`src/logic/pwfr_defines.svh`:
```
`ifndef PWFR_DEFINES_SVH
`define PWFR_DEFINES_SVH
`define PWFR_OFF_DFS 4'h0
`define PWFR_OFF_FFS 4'h4
`define PWFR_OFF_FAR 4'h8
`define PWFR_OFF_CTRL 4'hC
`define PWFR_CTRL_MMU_EN 0
`define PWFR_CTRL_ALIGN_EN 1
`define PWFR_CTRL_S 2
`define PWFR_CTRL_R 3
`define PWFR_FC_ALIGN 4'h1
`define PWFR_FC_TRANS_SEC 4'h5
`define PWFR_FC_TRANS_PAGE 4'h7
`define PWFR_FC_DOM_SEC 4'h9
`define PWFR_FC_DOM_PAGE 4'hB
`define PWFR_FC_PERM_SEC 4'hD
`define PWFR_FC_PERM_PAGE 4'hF
`define PWFR_FC_EXT_SEC 4'h8
`define PWFR_FC_EXT_PAGE 4'hA
`define PWFR_RESP_OKAY 2'h0
`define PWFR_RESP_SLVERR 2'h2
`endif

```
`src/logic/pwfr_pkg.sv`:
```
package pwfr_pkg;
   typedef enum logic [1:0] {
      PWFR_L2_FAULT,
      PWFR_L2_LARGE,
      PWFR_L2_SMALL,
      PWFR_L2_TINY
   } pwfr_l2_e;
   typedef struct packed {
      logic valid;
      logic is_fetch;
      logic is_write;
      logic user;
      logic [1:0] size;
      logic [31:0] modified_virtual_address;
      logic l1_fault;
      logic l1_fine;
      logic [31:0] l1_desc;
      logic [31:0] l2_desc;
      logic [1:0] dom_ctrl;
      logic ext_abort;
   } pwfr_req_s;
   typedef struct packed {
      logic valid;
      logic abort;
      logic bus_go;
      logic [31:0] phys;
      logic tlb_load;
      logic [31:0] tlb_base;
      logic [1:0] tlb_size;
      logic [1:0] tlb_ap;
      logic [31:0] l2_addr;
   } pwfr_rsp_s;
   typedef struct packed {
      logic awready;
      logic wready;
      logic bvalid;
      logic [1:0] bresp;
      logic arready;
      logic rvalid;
      logic [31:0] rdata;
      logic [1:0] rresp;
   } pwfr_axo_s;
   typedef enum logic [1:0] {
      PWFR_SZ_BYTE,
      PWFR_SZ_HALF,
      PWFR_SZ_WORD
   } pwfr_size_e;
endpackage : pwfr_pkg

```
`src/logic/pwfr_unit.sv`:
```
// Implementation choices: the placing of the registers and register access over AXI4-Lite.
`timescale 1ns/1ps
`default_nettype none
`include "pwfr_defines.svh"
module pwfr_unit (
   input wire logic clock,
   input wire logic rst,
   input wire pwfr_pkg::pwfr_req_s req,
   output pwfr_pkg::pwfr_rsp_s rsp,
   output logic [3:0] rsp_fault_code,
   input wire logic awvalid,
   input wire logic [31:0] awaddr,
   input wire logic wvalid,
   input wire logic [31:0] wdata,
   input wire logic [3:0] wstrb,
   input wire logic bready,
   input wire logic arvalid,
   input wire logic [31:0] araddr,
   input wire logic rready,
   output pwfr_pkg::pwfr_axo_s axo
);
   // ---------------------------------------------------------------
   // State
   // ---------------------------------------------------------------
   typedef struct packed {
      pwfr_pkg::pwfr_rsp_s rsp;
      logic [3:0] code;
      logic [7:0] dfs;
      logic [7:0] ffs;
      logic [31:0] fault_address;
      logic [3:0] ctrl;
      logic aw_got;
      logic w_got;
      logic [31:0] aw_addr;
      logic [31:0] w_data;
      logic [3:0] w_strb;
      pwfr_pkg::pwfr_axo_s axo;
   } pwfr_state_s;
   pwfr_state_s state_reg;
   pwfr_state_s state_next;
   // ---------------------------------------------------------------
   // Walk and fault detection
   // ---------------------------------------------------------------
   logic [3:0] dom;
   logic [31:0] l2_addr;
   pwfr_pkg::pwfr_l2_e l2_kind;
   logic [1:0] sub_sel;
   logic [1:0] ap_acc;
   logic ap_same;
   logic f_align;
   logic f_trans;
   logic f_dom;
   logic f_perm;
   logic f_ext;
   logic perm_ok;
   logic [3:0] code;
   logic abort;
   logic en;
   always_comb begin
      en = state_reg.ctrl[`PWFR_CTRL_MMU_EN];
      dom = req.l1_desc[8:5];
      l2_kind = pwfr_pkg::pwfr_l2_e'(req.l2_desc[1:0]);
      // Table index drawn from the address; repeated entries make any copy
      // valid, so overlapping bits need no masking
      if (req.l1_fine) begin
         l2_addr = {req.l1_desc[31:12], req.modified_virtual_address[19:10], 2'h0};
      end else begin
         l2_addr = {req.l1_desc[31:10], req.modified_virtual_address[19:12], 2'h0};
      end
      // Subpage select: 16KB quarter for large, 1KB quarter for small
      if (l2_kind == pwfr_pkg::PWFR_L2_LARGE) begin
         sub_sel = req.modified_virtual_address[15:14];
      end else begin
         sub_sel = req.modified_virtual_address[11:10];
      end
      ap_same = (req.l2_desc[11:10] == req.l2_desc[9:8]) &&
         (req.l2_desc[9:8] == req.l2_desc[7:6]) &&
         (req.l2_desc[7:6] == req.l2_desc[5:4]);
      case (l2_kind)
         pwfr_pkg::PWFR_L2_TINY: ap_acc = req.l2_desc[5:4];
         default: ap_acc = req.l2_desc[4 + 2 * sub_sel +: 2];
      endcase
      case (ap_acc)
         2'h0: perm_ok = !req.is_write &&
            ((state_reg.ctrl[`PWFR_CTRL_S] && !req.user) ||
            state_reg.ctrl[`PWFR_CTRL_R]) &&
            !(state_reg.ctrl[`PWFR_CTRL_S] && state_reg.ctrl[`PWFR_CTRL_R]);
         2'h1: perm_ok = !req.user;
         2'h2: perm_ok = !req.user || !req.is_write;
         default: perm_ok = 1'b1;
      endcase
      f_align = state_reg.ctrl[`PWFR_CTRL_ALIGN_EN] && !req.is_fetch &&
         ((req.size == 2'(pwfr_pkg::PWFR_SZ_WORD) && req.modified_virtual_address[1:0] != 2'h0) ||
         (req.size == 2'(pwfr_pkg::PWFR_SZ_HALF) && req.modified_virtual_address[0]));
      f_trans = en && (req.l1_fault ||
         l2_kind == pwfr_pkg::PWFR_L2_FAULT ||
         (!req.l1_fine && l2_kind == pwfr_pkg::PWFR_L2_TINY));
      f_dom = en && (req.dom_ctrl == 2'h0 || req.dom_ctrl == 2'h2);
      f_perm = en && req.dom_ctrl == 2'h1 && !perm_ok;
      f_ext = req.ext_abort && (!req.is_fetch || !req.is_write);
      // Page codes, except the section translation code on l1_fault: section walks are outside this unit
      if (f_align) begin
         code = `PWFR_FC_ALIGN;
      end else if (f_trans) begin
         code = req.l1_fault ? `PWFR_FC_TRANS_SEC : `PWFR_FC_TRANS_PAGE;
      end else if (f_dom) begin
         code = `PWFR_FC_DOM_PAGE;
      end else if (f_perm) begin
         code = `PWFR_FC_PERM_PAGE;
      end else if (f_ext) begin
         code = `PWFR_FC_EXT_PAGE;
      end else begin
         code = 4'h0;
      end
      abort = f_align || f_trans || f_dom || f_perm || f_ext;
   end
   // ---------------------------------------------------------------
   // Next state
   // ---------------------------------------------------------------
   logic wr_fire;
   logic [31:0] rd_val;
   always_comb begin
      state_next = state_reg;
      state_next.rsp.valid = req.valid;
      state_next.rsp.abort = req.valid && abort;
      state_next.rsp.bus_go = req.valid && !abort && !req.ext_abort;
      state_next.rsp.l2_addr = l2_addr;
      state_next.code = req.valid ? code : 4'h0;
      if (!en) begin
         state_next.rsp.phys = req.modified_virtual_address;
      end else begin
         case (l2_kind)
            pwfr_pkg::PWFR_L2_LARGE:
               state_next.rsp.phys = {req.l2_desc[31:16], req.modified_virtual_address[15:0]};
            pwfr_pkg::PWFR_L2_SMALL:
               state_next.rsp.phys = {req.l2_desc[31:12], req.modified_virtual_address[11:0]};
            default:
               state_next.rsp.phys = {req.l2_desc[31:10], req.modified_virtual_address[9:0]};
         endcase
      end
      state_next.rsp.tlb_load = req.valid && en && !abort;
      state_next.rsp.tlb_ap = ap_acc;
      state_next.rsp.tlb_base = state_next.rsp.phys;
      state_next.rsp.tlb_size = l2_kind;
      if (l2_kind != pwfr_pkg::PWFR_L2_TINY && !ap_same) begin
         // Only the accessed subpage enters the TLB
         state_next.rsp.tlb_size = 2'h0;
         if (l2_kind == pwfr_pkg::PWFR_L2_LARGE) begin
            state_next.rsp.tlb_base = {req.l2_desc[31:16], sub_sel, 14'h0};
         end else begin
            state_next.rsp.tlb_base = {req.l2_desc[31:12], sub_sel, 10'h0};
         end
      end else if (l2_kind == pwfr_pkg::PWFR_L2_LARGE) begin
         state_next.rsp.tlb_base = {req.l2_desc[31:16], 16'h0};
      end else if (l2_kind == pwfr_pkg::PWFR_L2_SMALL) begin
         state_next.rsp.tlb_base = {req.l2_desc[31:12], 12'h0};
      end else begin
         state_next.rsp.tlb_base = {req.l2_desc[31:10], 10'h0};
      end
      // AXI4-Lite write
      if (awvalid && state_reg.axo.awready) begin
         state_next.aw_got = 1'b1;
         state_next.aw_addr = awaddr;
      end
      if (wvalid && state_reg.axo.wready) begin
         state_next.w_got = 1'b1;
         state_next.w_data = wdata;
         state_next.w_strb = wstrb;
      end
      state_next.axo.awready = !state_next.aw_got && !state_reg.axo.bvalid;
      state_next.axo.wready = !state_next.w_got && !state_reg.axo.bvalid;
      wr_fire = state_reg.aw_got && state_reg.w_got && !state_reg.axo.bvalid;
      if (state_reg.axo.bvalid && bready) begin
         state_next.axo.bvalid = 1'b0;
         state_next.axo.awready = 1'b1;
         state_next.axo.wready = 1'b1;
      end
      if (wr_fire) begin
         state_next.aw_got = 1'b0;
         state_next.w_got = 1'b0;
         state_next.axo.bvalid = 1'b1;
         state_next.axo.bresp = `PWFR_RESP_OKAY;
         // Unmapped addresses steer to the error branch so nothing is written
         case ((state_reg.aw_addr[31:4] == 28'h0) ?
            state_reg.aw_addr[3:0] : 4'h1)
            `PWFR_OFF_DFS: if (state_reg.w_strb[0]) begin
               state_next.dfs = state_reg.w_data[7:0];
            end
            `PWFR_OFF_FFS: if (state_reg.w_strb[0]) begin
               state_next.ffs = state_reg.w_data[7:0];
            end
            `PWFR_OFF_FAR: begin
               for (int i = 0; i < 4; i++) begin
                  if (state_reg.w_strb[i]) begin
                     state_next.fault_address[8 * i +: 8] = state_reg.w_data[8 * i +: 8];
                  end
               end
            end
            `PWFR_OFF_CTRL: if (state_reg.w_strb[0]) begin
               state_next.ctrl = state_reg.w_data[3:0];
            end
            default: state_next.axo.bresp = `PWFR_RESP_SLVERR;
         endcase
         if (state_reg.aw_addr[31:4] != 28'h0) begin
            state_next.axo.bresp = `PWFR_RESP_SLVERR;
         end
      end
      // Fault capture overrides a software write in the same cycle
      if (req.valid && abort) begin
         if (req.is_fetch) begin
            state_next.ffs = {dom, code};
         end else begin
            state_next.dfs = {dom, code};
            state_next.fault_address = req.modified_virtual_address;
         end
      end
      // AXI4-Lite read
      case (araddr[3:0])
         `PWFR_OFF_DFS: rd_val = {24'h0, state_reg.dfs};
         `PWFR_OFF_FFS: rd_val = {24'h0, state_reg.ffs};
         `PWFR_OFF_FAR: rd_val = state_reg.fault_address;
         `PWFR_OFF_CTRL: rd_val = {28'h0, state_reg.ctrl};
         default: rd_val = 32'h0;
      endcase
      if (state_reg.axo.rvalid && rready) begin
         state_next.axo.rvalid = 1'b0;
         state_next.axo.arready = 1'b1;
      end
      if (arvalid && state_reg.axo.arready) begin
         state_next.axo.arready = 1'b0;
         state_next.axo.rvalid = 1'b1;
         state_next.axo.rdata = rd_val;
         state_next.axo.rresp = (araddr[31:4] == 28'h0 &&
            araddr[1:0] == 2'h0) ? `PWFR_RESP_OKAY : `PWFR_RESP_SLVERR;
      end
   end
   always_ff @(posedge clock or posedge rst) begin
      if (rst) begin
         state_reg <= '0;
         state_reg.axo.awready <= 1'b1;
         state_reg.axo.wready <= 1'b1;
         state_reg.axo.arready <= 1'b1;
      end else begin
         state_reg <= state_next;
      end
   end
   assign rsp = state_reg.rsp;
   assign rsp_fault_code = state_reg.code;
   assign axo = state_reg.axo;
   // ---------------------------------------------------------------
   // Checks
   // ---------------------------------------------------------------
   a_abort_blocks_bus: assert property (@(posedge clock) disable iff (rst)
      rsp.abort |-> !rsp.bus_go) else $error("bus go on abort");
   a_align_first: assert property (@(posedge clock) disable iff (rst)
      req.valid && f_align |=> rsp_fault_code == 4'h1)
      else $error("alignment not first");
   a_no_fetch_align: assert property (@(posedge clock) disable iff (rst)
      req.valid && req.is_fetch && !f_trans && !f_dom && !f_perm && !f_ext
      |=> !rsp.abort) else $error("fetch aborted");
   a_mmu_off_quiet: assert property (@(posedge clock) disable iff (rst)
      req.valid && !en && !f_align && !req.ext_abort |=> !rsp.abort)
      else $error("fault while disabled");
   a_far_data_only: assert property (@(posedge clock) disable iff (rst)
      req.valid && abort && req.is_fetch && !(wr_fire &&
      state_reg.aw_addr[3:0] == `PWFR_OFF_FAR) |=> $stable(state_reg.fault_address))
      else $error("far moved on fetch");
   a_dfs_capture: assert property (@(posedge clock) disable iff (rst)
      req.valid && abort && !req.is_fetch |=>
      state_reg.dfs == {$past(dom), rsp_fault_code}) else $error("dfs");
   a_ffs_capture: assert property (@(posedge clock) disable iff (rst)
      req.valid && abort && req.is_fetch |=>
      state_reg.ffs[3:0] == rsp_fault_code) else $error("ffs");
   a_dom_none: assert property (@(posedge clock) disable iff (rst)
      req.valid && en && req.dom_ctrl == 2'h0 && !f_align && !f_trans
      |=> rsp_fault_code == 4'hB) else $error("domain none");
   a_hold_fault: assert property (@(posedge clock) disable iff (rst)
      !(req.valid && abort) && !wr_fire |=> $stable(state_reg.dfs))
      else $error("dfs drifted");
   c_perm_fault: cover property (@(posedge clock) rsp_fault_code == 4'hF);
   c_subpage: cover property (@(posedge clock)
      rsp.tlb_load && rsp.tlb_size == 2'h0);
   c_ext_abort: cover property (@(posedge clock) rsp_fault_code == 4'hA);
endmodule : pwfr_unit
`default_nettype wire

```
`config.mk`:
```
export PLATFORM = sky130hd
export DESIGN_NAME = pwfr_unit
export DESIGN_NICKNAME = d
export VERILOG_FILES = /design/src/logic/pwfr_pkg.sv /design/src/logic/pwfr_unit.sv
export VERILOG_INCLUDE_DIRS = /design/src /design/src/logic
export SDC_FILE = /design/constraint.sdc
export NUM_CORES = 1
export LEC_CHECK = 0
export BUFFER_PORTS_ARGS = -buffer_cell sky130_fd_sc_hd__buf_2
export CAP_MARGIN = 20
export CELL_PAD_IN_SITES_DETAIL_PLACEMENT = 1
export CELL_PAD_IN_SITES_GLOBAL_PLACEMENT = 1
export CORE_MARGIN = 10
export CORE_UTILIZATION = 43
export CTS_CLUSTER_DIAMETER = 150
export DETAILED_ROUTE_END_ITERATION = 8
export PLACE_DENSITY = 0.92
export SLEW_MARGIN = 15
export SYNTH_ARGS = -nofsm -noshare
export SYNTH_HDL_FRONTEND = slang
export SYNTH_SLANG_ARGS = --single-unit
```
`constraint.sdc`:
```
create_clock -name clock -period 23.5 [get_ports clock]
set_input_delay 3.525 -clock clock [delete_from_list [all_inputs] [get_ports clock]]
set_output_delay 3.525 -clock clock [all_outputs]
set_load 0.05 [all_outputs]
```
=== Word-level counts from Yosys, hierarchy flattened ===
Cells that the tools add are included.
W data, S select, Z words.

* Register bits after elaboration: 271
* Output and inout port bits: 149
* Bits of input ports: 214

* Mux-type cells: 45
* Shift-type cells: 1
* Equal/unequal tests: 19
* Reductions and logical operators: 69
* Add/sub/neg operators: 1

{| class="wikitable"
|+ Operators by type and width
! operator !! number
|-
| $pmux W32 S4 || 1
|-
| $mux W32 || 3
|-
| $mux W8 || 10
|-
| $logic_not A28 Y1 || 2
|-
| $mux W54 || 1
|-
| $mux W16 || 3
|-
| $mux W48 || 1
|-
| $mux W36 || 1
|-
| $mux W4 || 9
|-
| $logic_and A1 B1 Y1 || 32
|-
| $pmux W16 S2 || 1
|-
| $shiftx A32 B5 Y2 || 1
|-
| $reduce_bool A28 Y1 || 1
|-
| $mux W12 || 2
|-
| $eq A4 B4 Y1 const B || 4
|-
| $mux W2 || 8
|-
| $logic_not A1 Y1 || 12
|-
| $logic_or A1 B1 Y1 || 11
|-
| $eq A2 B2 Y1 const B || 5
|-
| $eq A2 B1 Y1 const B || 4
|-
| $eq A4 B3 Y1 const B || 2
|-
| $logic_not A2 Y1 || 4
|-
| $logic_not A4 Y1 || 2
|-
| $eq A2 B2 Y1 || 3
|-
| other kinds (8) || 12
|}

=== Depth between registers and ports, before layout ===
Gate-level depths: netlist of the first run.

* Depth after elaboration: 15
* Gate-level depth with buffers: 13
* Mapped depth without buffers: 10

=== Worst setup path before layout of the first run ===
Ideal clock, no wire load.

* Kind: input port to flip-flop
* From: input port req[4] in the netlist's numbering
* To: register state_reg[143] in the netlist's numbering
* Stages on the path: 12
* Slack: 17.613 ns
* Library setup time: 0.127 ns
* Data arrival time: 5.759 ns
* Cell sequence: inv_1 -> ha_1 -> buf_6 -> mux2i_1 -> o22ai_1 -> o211a_1 -> o211ai_2 -> a31oi_4 -> o41ai_4 -> buf_6 -> buf_6 -> mux2_1

{| class="wikitable"
|+ RTL lines
! item !! RTL line !! text
|-
| start: declaration || pwfr_unit.sv:8 || <nowiki>input wire pwfr_pkg::pwfr_req_s req,</nowiki>
|-
| end signal: assignment || pwfr_unit.sv:244 || <nowiki>state_reg <= state_next;</nowiki>
|-
| end: declaration || pwfr_unit.sv:39 || <nowiki>pwfr_state_s state_reg;</nowiki>
|}

==> reports/results.tsv, run 1 <==
metric	value	unit
mostFrequentLayoutCells	340 x buf_2, 254 x dfrtp_1, 161 x mux2_2	
power_density	102	nW/um^2
ys_ff_latch	257	
worst_pin_slew	1.11	ns
cp_slowest_stage_delay	0.61	ns
synth_top_cells_by_area	dfrtp_1 56%, mux2_2 16%, buf_4 10%	
slowest_stage	ha_1	
ys_warn_count	0	
cp.arrival	6.84	ns
synth_edf_count	0	
power	1.35	mW
worst_setup_path_end_kind	register	
grt_max_degree	114	
largest_reg_flops	121	
cts-root-buf	clkbuf_16	
port_buffers	340	
power_leakage	6.43	nW
ctsHtreeMaxLevel	1	
first_global_vias	8873	
syn2layout_area_growth	16.8	%
vias	7449	
post_cts.repair.setup_buffers	0	
setup.worst_path.class	input pin to register	
viasPerCell	5.25	
grt_pass1_wl	51400	microns
finalCritPeriodShare	27.4	%
max-vdd-ir-drop	71.2	uV
io_pins	363	
setup_tns	0	ns
synth_area_leader_cell	dfrtp_1	
min_path_type	register to register	
status	finished, final reports clean	
worstPathRequired	23.91	ns
final_nets	1280	
place_inst	1366	
die_h	183	microns
clk_latency	0.54	ns
finClkSkew	0.00928	ns
async_flop_share	100	%
setup_viol	0	
finalHoldViolations	0	
drt_iter0_drc	418	
yosysUniqueCellTypes	53	
start_kind	input pin	
cts.sinks	257	
grt_use_total	19.6	%
ys_seq_area_share	56.6	%
dp_hpwl	24500	microns
critical_path.cell_chain	buf_2, inv_1, ha_1, mux2i_1, o22ai_1, o211a_1, o211ai_2, a31oi_4, o41ai_4, buf_4, mux2_2	
rsz0062_at_grt	no	
die_area	33300	sq um
first_pass_iters	4	
synthDominantCellAreaShare	55.9	%
final_common_cell	buf_2	
syn_area	11400	sq um
placementRows	59	
worstPathMaxFanout	39	
synth_top_flop_cell	dfrtp_1	
path_clk_slew	0.06	ns
cts_buffers	29	
die_w	183	microns
period_minus_slack	6.43	ns
post_cts_resized	0	
drive_above_1_share	52.5	%
coreArea	26100	sq um
cts_tree	built	
drc	0	
gp_congestion	0.842	
clock_path_buffers	3	
post_drt_wl_per_cell	24.0	microns
maxCapViolations	0	
antenna_found_initial	2	
syn_inst	854	
floorplan.initialDensity	43.6	%
ant_nets	0	
fmax	0.156	GHz
hold_buffers	0	
relSlewSlack	26.3	%
fin_cells	1419	
gr-total-overflow	0	
wirelength	34100	microns
syn_area_per_cell	13.3	sq um
slew_violations	0	
[routing by layer]
layer	GRT usage [%]	part of all wire [%]	wire length, microns
met1	20.6	37	12600
met2	36.3	53	18000
met3	5.06	6.6	2260
met4	7.61	3.7	1250
met5	0	0	0
[worst max-delay path: cells and delay by family]
| kind | cells | cell delay [ns] |
|---|---|---|
| compound gates | 5 | 1.12 |
| buf+inv | 3 | 0.80 |
| fa+ha+maj | 1 | 0.61 |
| mux | 2 | 0.75 |
[logic make-up after synthesis]
kind of cell	share of synthesized area (%)
compound gates	7.15
xor+xnor	0.0771
fa+ha+maj	0.440
buf+inv	11.8
flops	56.6
mux	18.9
other cells	0.0330
simple gates	5.03
[worst paths after layout]
check | startpoint | slack (ns) | to | cells after the start
setup / recovery | req[4] | 17.07 | state_reg[123]$_DFF_PP0_ | 11
hold / removal | state_reg[110]$_DFF_PP0_ | 0.46 | axo[40]$_DFF_PP1_ | 1
setup reg to reg | state_reg[95]$_DFFE_PP0P_ | 20.36 | state_reg[123]$_DFF_PP0_ | 7
hold reg to reg | state_reg[110]$_DFF_PP0_ | 0.46 | axo[40]$_DFF_PP1_ | 1
max in group asynchronous | rst | 18.80 | rsp[85]$_DFF_PP0_ | 3
min in group asynchronous | rst | 3.13 | state_reg[146]$_DFF_PP0_ | 2
[final cells by class]
cell class	count	area [sq um]
Fill cell	2713	12800
Sequential cell	257	6430
Multi-Input combinational cell	412	3640
Timing Repair Buffer	347	1750
Clock buffer	41	821
Tap cell	335	419
Clock inverter	10	131
Inverter	15	63.8
Antenna cell	2	5.00
[Yosys cell counts, drive strengths merged (5+ instances only)]
library cell  count
clkbuf           18
buf             165
nor3              9
mux2            169
a22o             44
o31ai             5
inv              15
nand2            24
nand4             6
nor4             15
and2              5
nor2             19
mux2i            15
nand3             7
o21ai            14
a21oi            10
dfrtp           254
[per-stage QoR]
stage / utilization [%] / worst slack, ns / hold WS [ns] / instance area, sq um
2_1_floorplan: - / 12.91 / 0.414 / 11400
4_1_cts: 50.9 / 17.08 / 0.463 / 13300
5_1_grt: 50.9 / 16.85 / 0.505 / 13300
3_3_place_gp: 47.3 / 16.69 / 0.433 / 12300
6_report: 50.9 / 17.07 / 0.464 / 13300
3_5_place_dp: 47.3 / 16.54 / 0.454 / 12300
[report_power, final]
part / internal [mW] / total (mW) / switching (mW)
combinational: 0.123 / 0.296 / 0.173
sequential: 0.540 / 0.602 / 0.0617
clock: 0.274 / 0.455 / 0.181
(Power assumes the default switching activity.)
==> inputs of run 2 (changes only) <==
- CORE_UTILIZATION: 43 -> 40
- PLACE_DENSITY: 0.92 -> 0.87
- clock period: 23.5 -> 5.95 ns (I/O delays scaled with it)
==> reports/results.tsv, run 2 (synthesis gave the netlist of run 1 again) <==
metric	value	unit
status	finished, final reports clean	
dp_hpwl	24500	microns
timing.critical_path.mode_cell	inv_1	
critical_path.top_delay_family	buffers and inverters	
port_buffers	340	
coreArea	27900	sq um
drt_iter0_drc	284	
first_pass_iters	4	
clock_path_buffers	3	
setup_tns	0	ns
first_global_vias	8451	
period_minus_slack	3.76	ns
setup.worst_path.class	input pin to register	
worst_pin_slew	1.14	ns
largest_reg_flops	121	
slowest_stage	ha_1	
drive_above_1_share	52.9	%
path_clk_slew	0.06	ns
path_buf_inv	4	
cts-root-buf	clkbuf_16	
min_path_type	input pin to async pin	
critical_path.cell_chain	buf_2, inv_1, ha_1, nor3b_1, nor3_1, o221ai_2, inv_1, nand3_1, a31oi_4, o41ai_4, buf_4, mux2_2	
worstPathMaxFanout	39	
antenna_found_initial	3	
cts_tree	built	
cp.arrival	4.17	ns
relSlewSlack	24.2	%
die_w	189	microns
die_h	189	microns
cp_slowest_stage_delay	0.61	ns
fmax	0.266	GHz
final_common_cell	buf_2	
post_cts.repair.setup_buffers	0	
fin_cells	1467	
max-vdd-ir-drop	241	uV
post_drt_wl_per_cell	22.4	microns
start_kind	input pin	
post_cts_resized	0	
fin_util	48.0	%
finalHoldViolations	0	
rsz0062_at_grt	no	
ctsHtreeMaxLevel	1	
vias	7344	
maxCapViolations	0	
cts.sinks	257	
ant_nets	0	
finClkSkew	0.0106	ns
syn2layout_area_growth	18.0	%
grt_max_degree	69	
viasPerCell	5.01	
mostFrequentLayoutCells	340 x buf_2, 254 x dfrtp_1, 161 x mux2_2	
finalCritPeriodShare	63.2	%
worst_setup_path_end_kind	register	
gr-total-overflow	0	
dpl_worst_slack	1.65	ns
final_nets	1282	
io_pins	363	
power_density	401	nW/um^2
power_leakage	6.46	nW
gp_congestion	0.874	
power	5.38	mW
worstPathRequired	6.36	ns
drc	0	
fin_ws	2.19	ns
slew_violations	0	
placementRows	61	
cts_buffers	29	
hold_buffers	0	
setup_viol	0	
grt_use_total	17.8	%
grt_pass1_wl	50300	microns
clk_latency	0.54	ns
wirelength	32900	microns
floorplan.initialDensity	40.7	%
die_area	35600	sq um
place_inst	1410	
[run 2: where the power goes]
group | internal (mW) | leakage (nW) | switching (mW)
Clock | 1.14 | 0.493 | 0.716
Sequential | 2.13 | 3.10 | 0.223
Combinational | 0.495 | 2.87 | 0.674
[run 2: per-layer routing]
metal,global-route usage (%),part of all wire [%]
met1,19.8,39
met2,32.6,52
met3,4.95,6.9
met4,4.58,1.8
met5,0,0
[run 2: worst paths after layout]
check / slack [ns] / end / cells after the start / start
worst max-delay path: 2.19 / state_reg[123]$_DFF_PP0_ / 12 / req[4]
worst min-delay path: 0.31 / axo[32]$_DFFE_PP0P_ / 2 / rst
worst max register to register: 2.51 / axo[30]$_DFFE_PP0P_ / 5 / axo[35]$_DFFE_PP1P_
worst min register to register: 0.44 / axo[40]$_DFF_PP1_ / 1 / state_reg[110]$_DFF_PP0_
max in group asynchronous: 4.47 / rsp[4]$_DFF_PP0_ / 3 / rst
min in group clock: 0.44 / axo[40]$_DFF_PP1_ / 1 / state_reg[110]$_DFF_PP0_
[run 2: area by class of cell]
type                            count  area [sq um]
Timing Repair Buffer              349          1790
Fill cell                        2990         14500
Sequential cell                   257          6430
Clock buffer                       40           827
Antenna cell                        4          10.0
Tap cell                          378           473
Multi-Input combinational cell    412          3650
Inverter                           15          60.1
Clock inverter                     12           173
[run 2: through the flow]
step,hold slack (ns),area [sq um]
floorplan,0.414,11400
global placement,0.431,12400
detailed placement,0.436,12400
CTS,0.288,13400
global route,0.302,13400
finish,0.314,13400
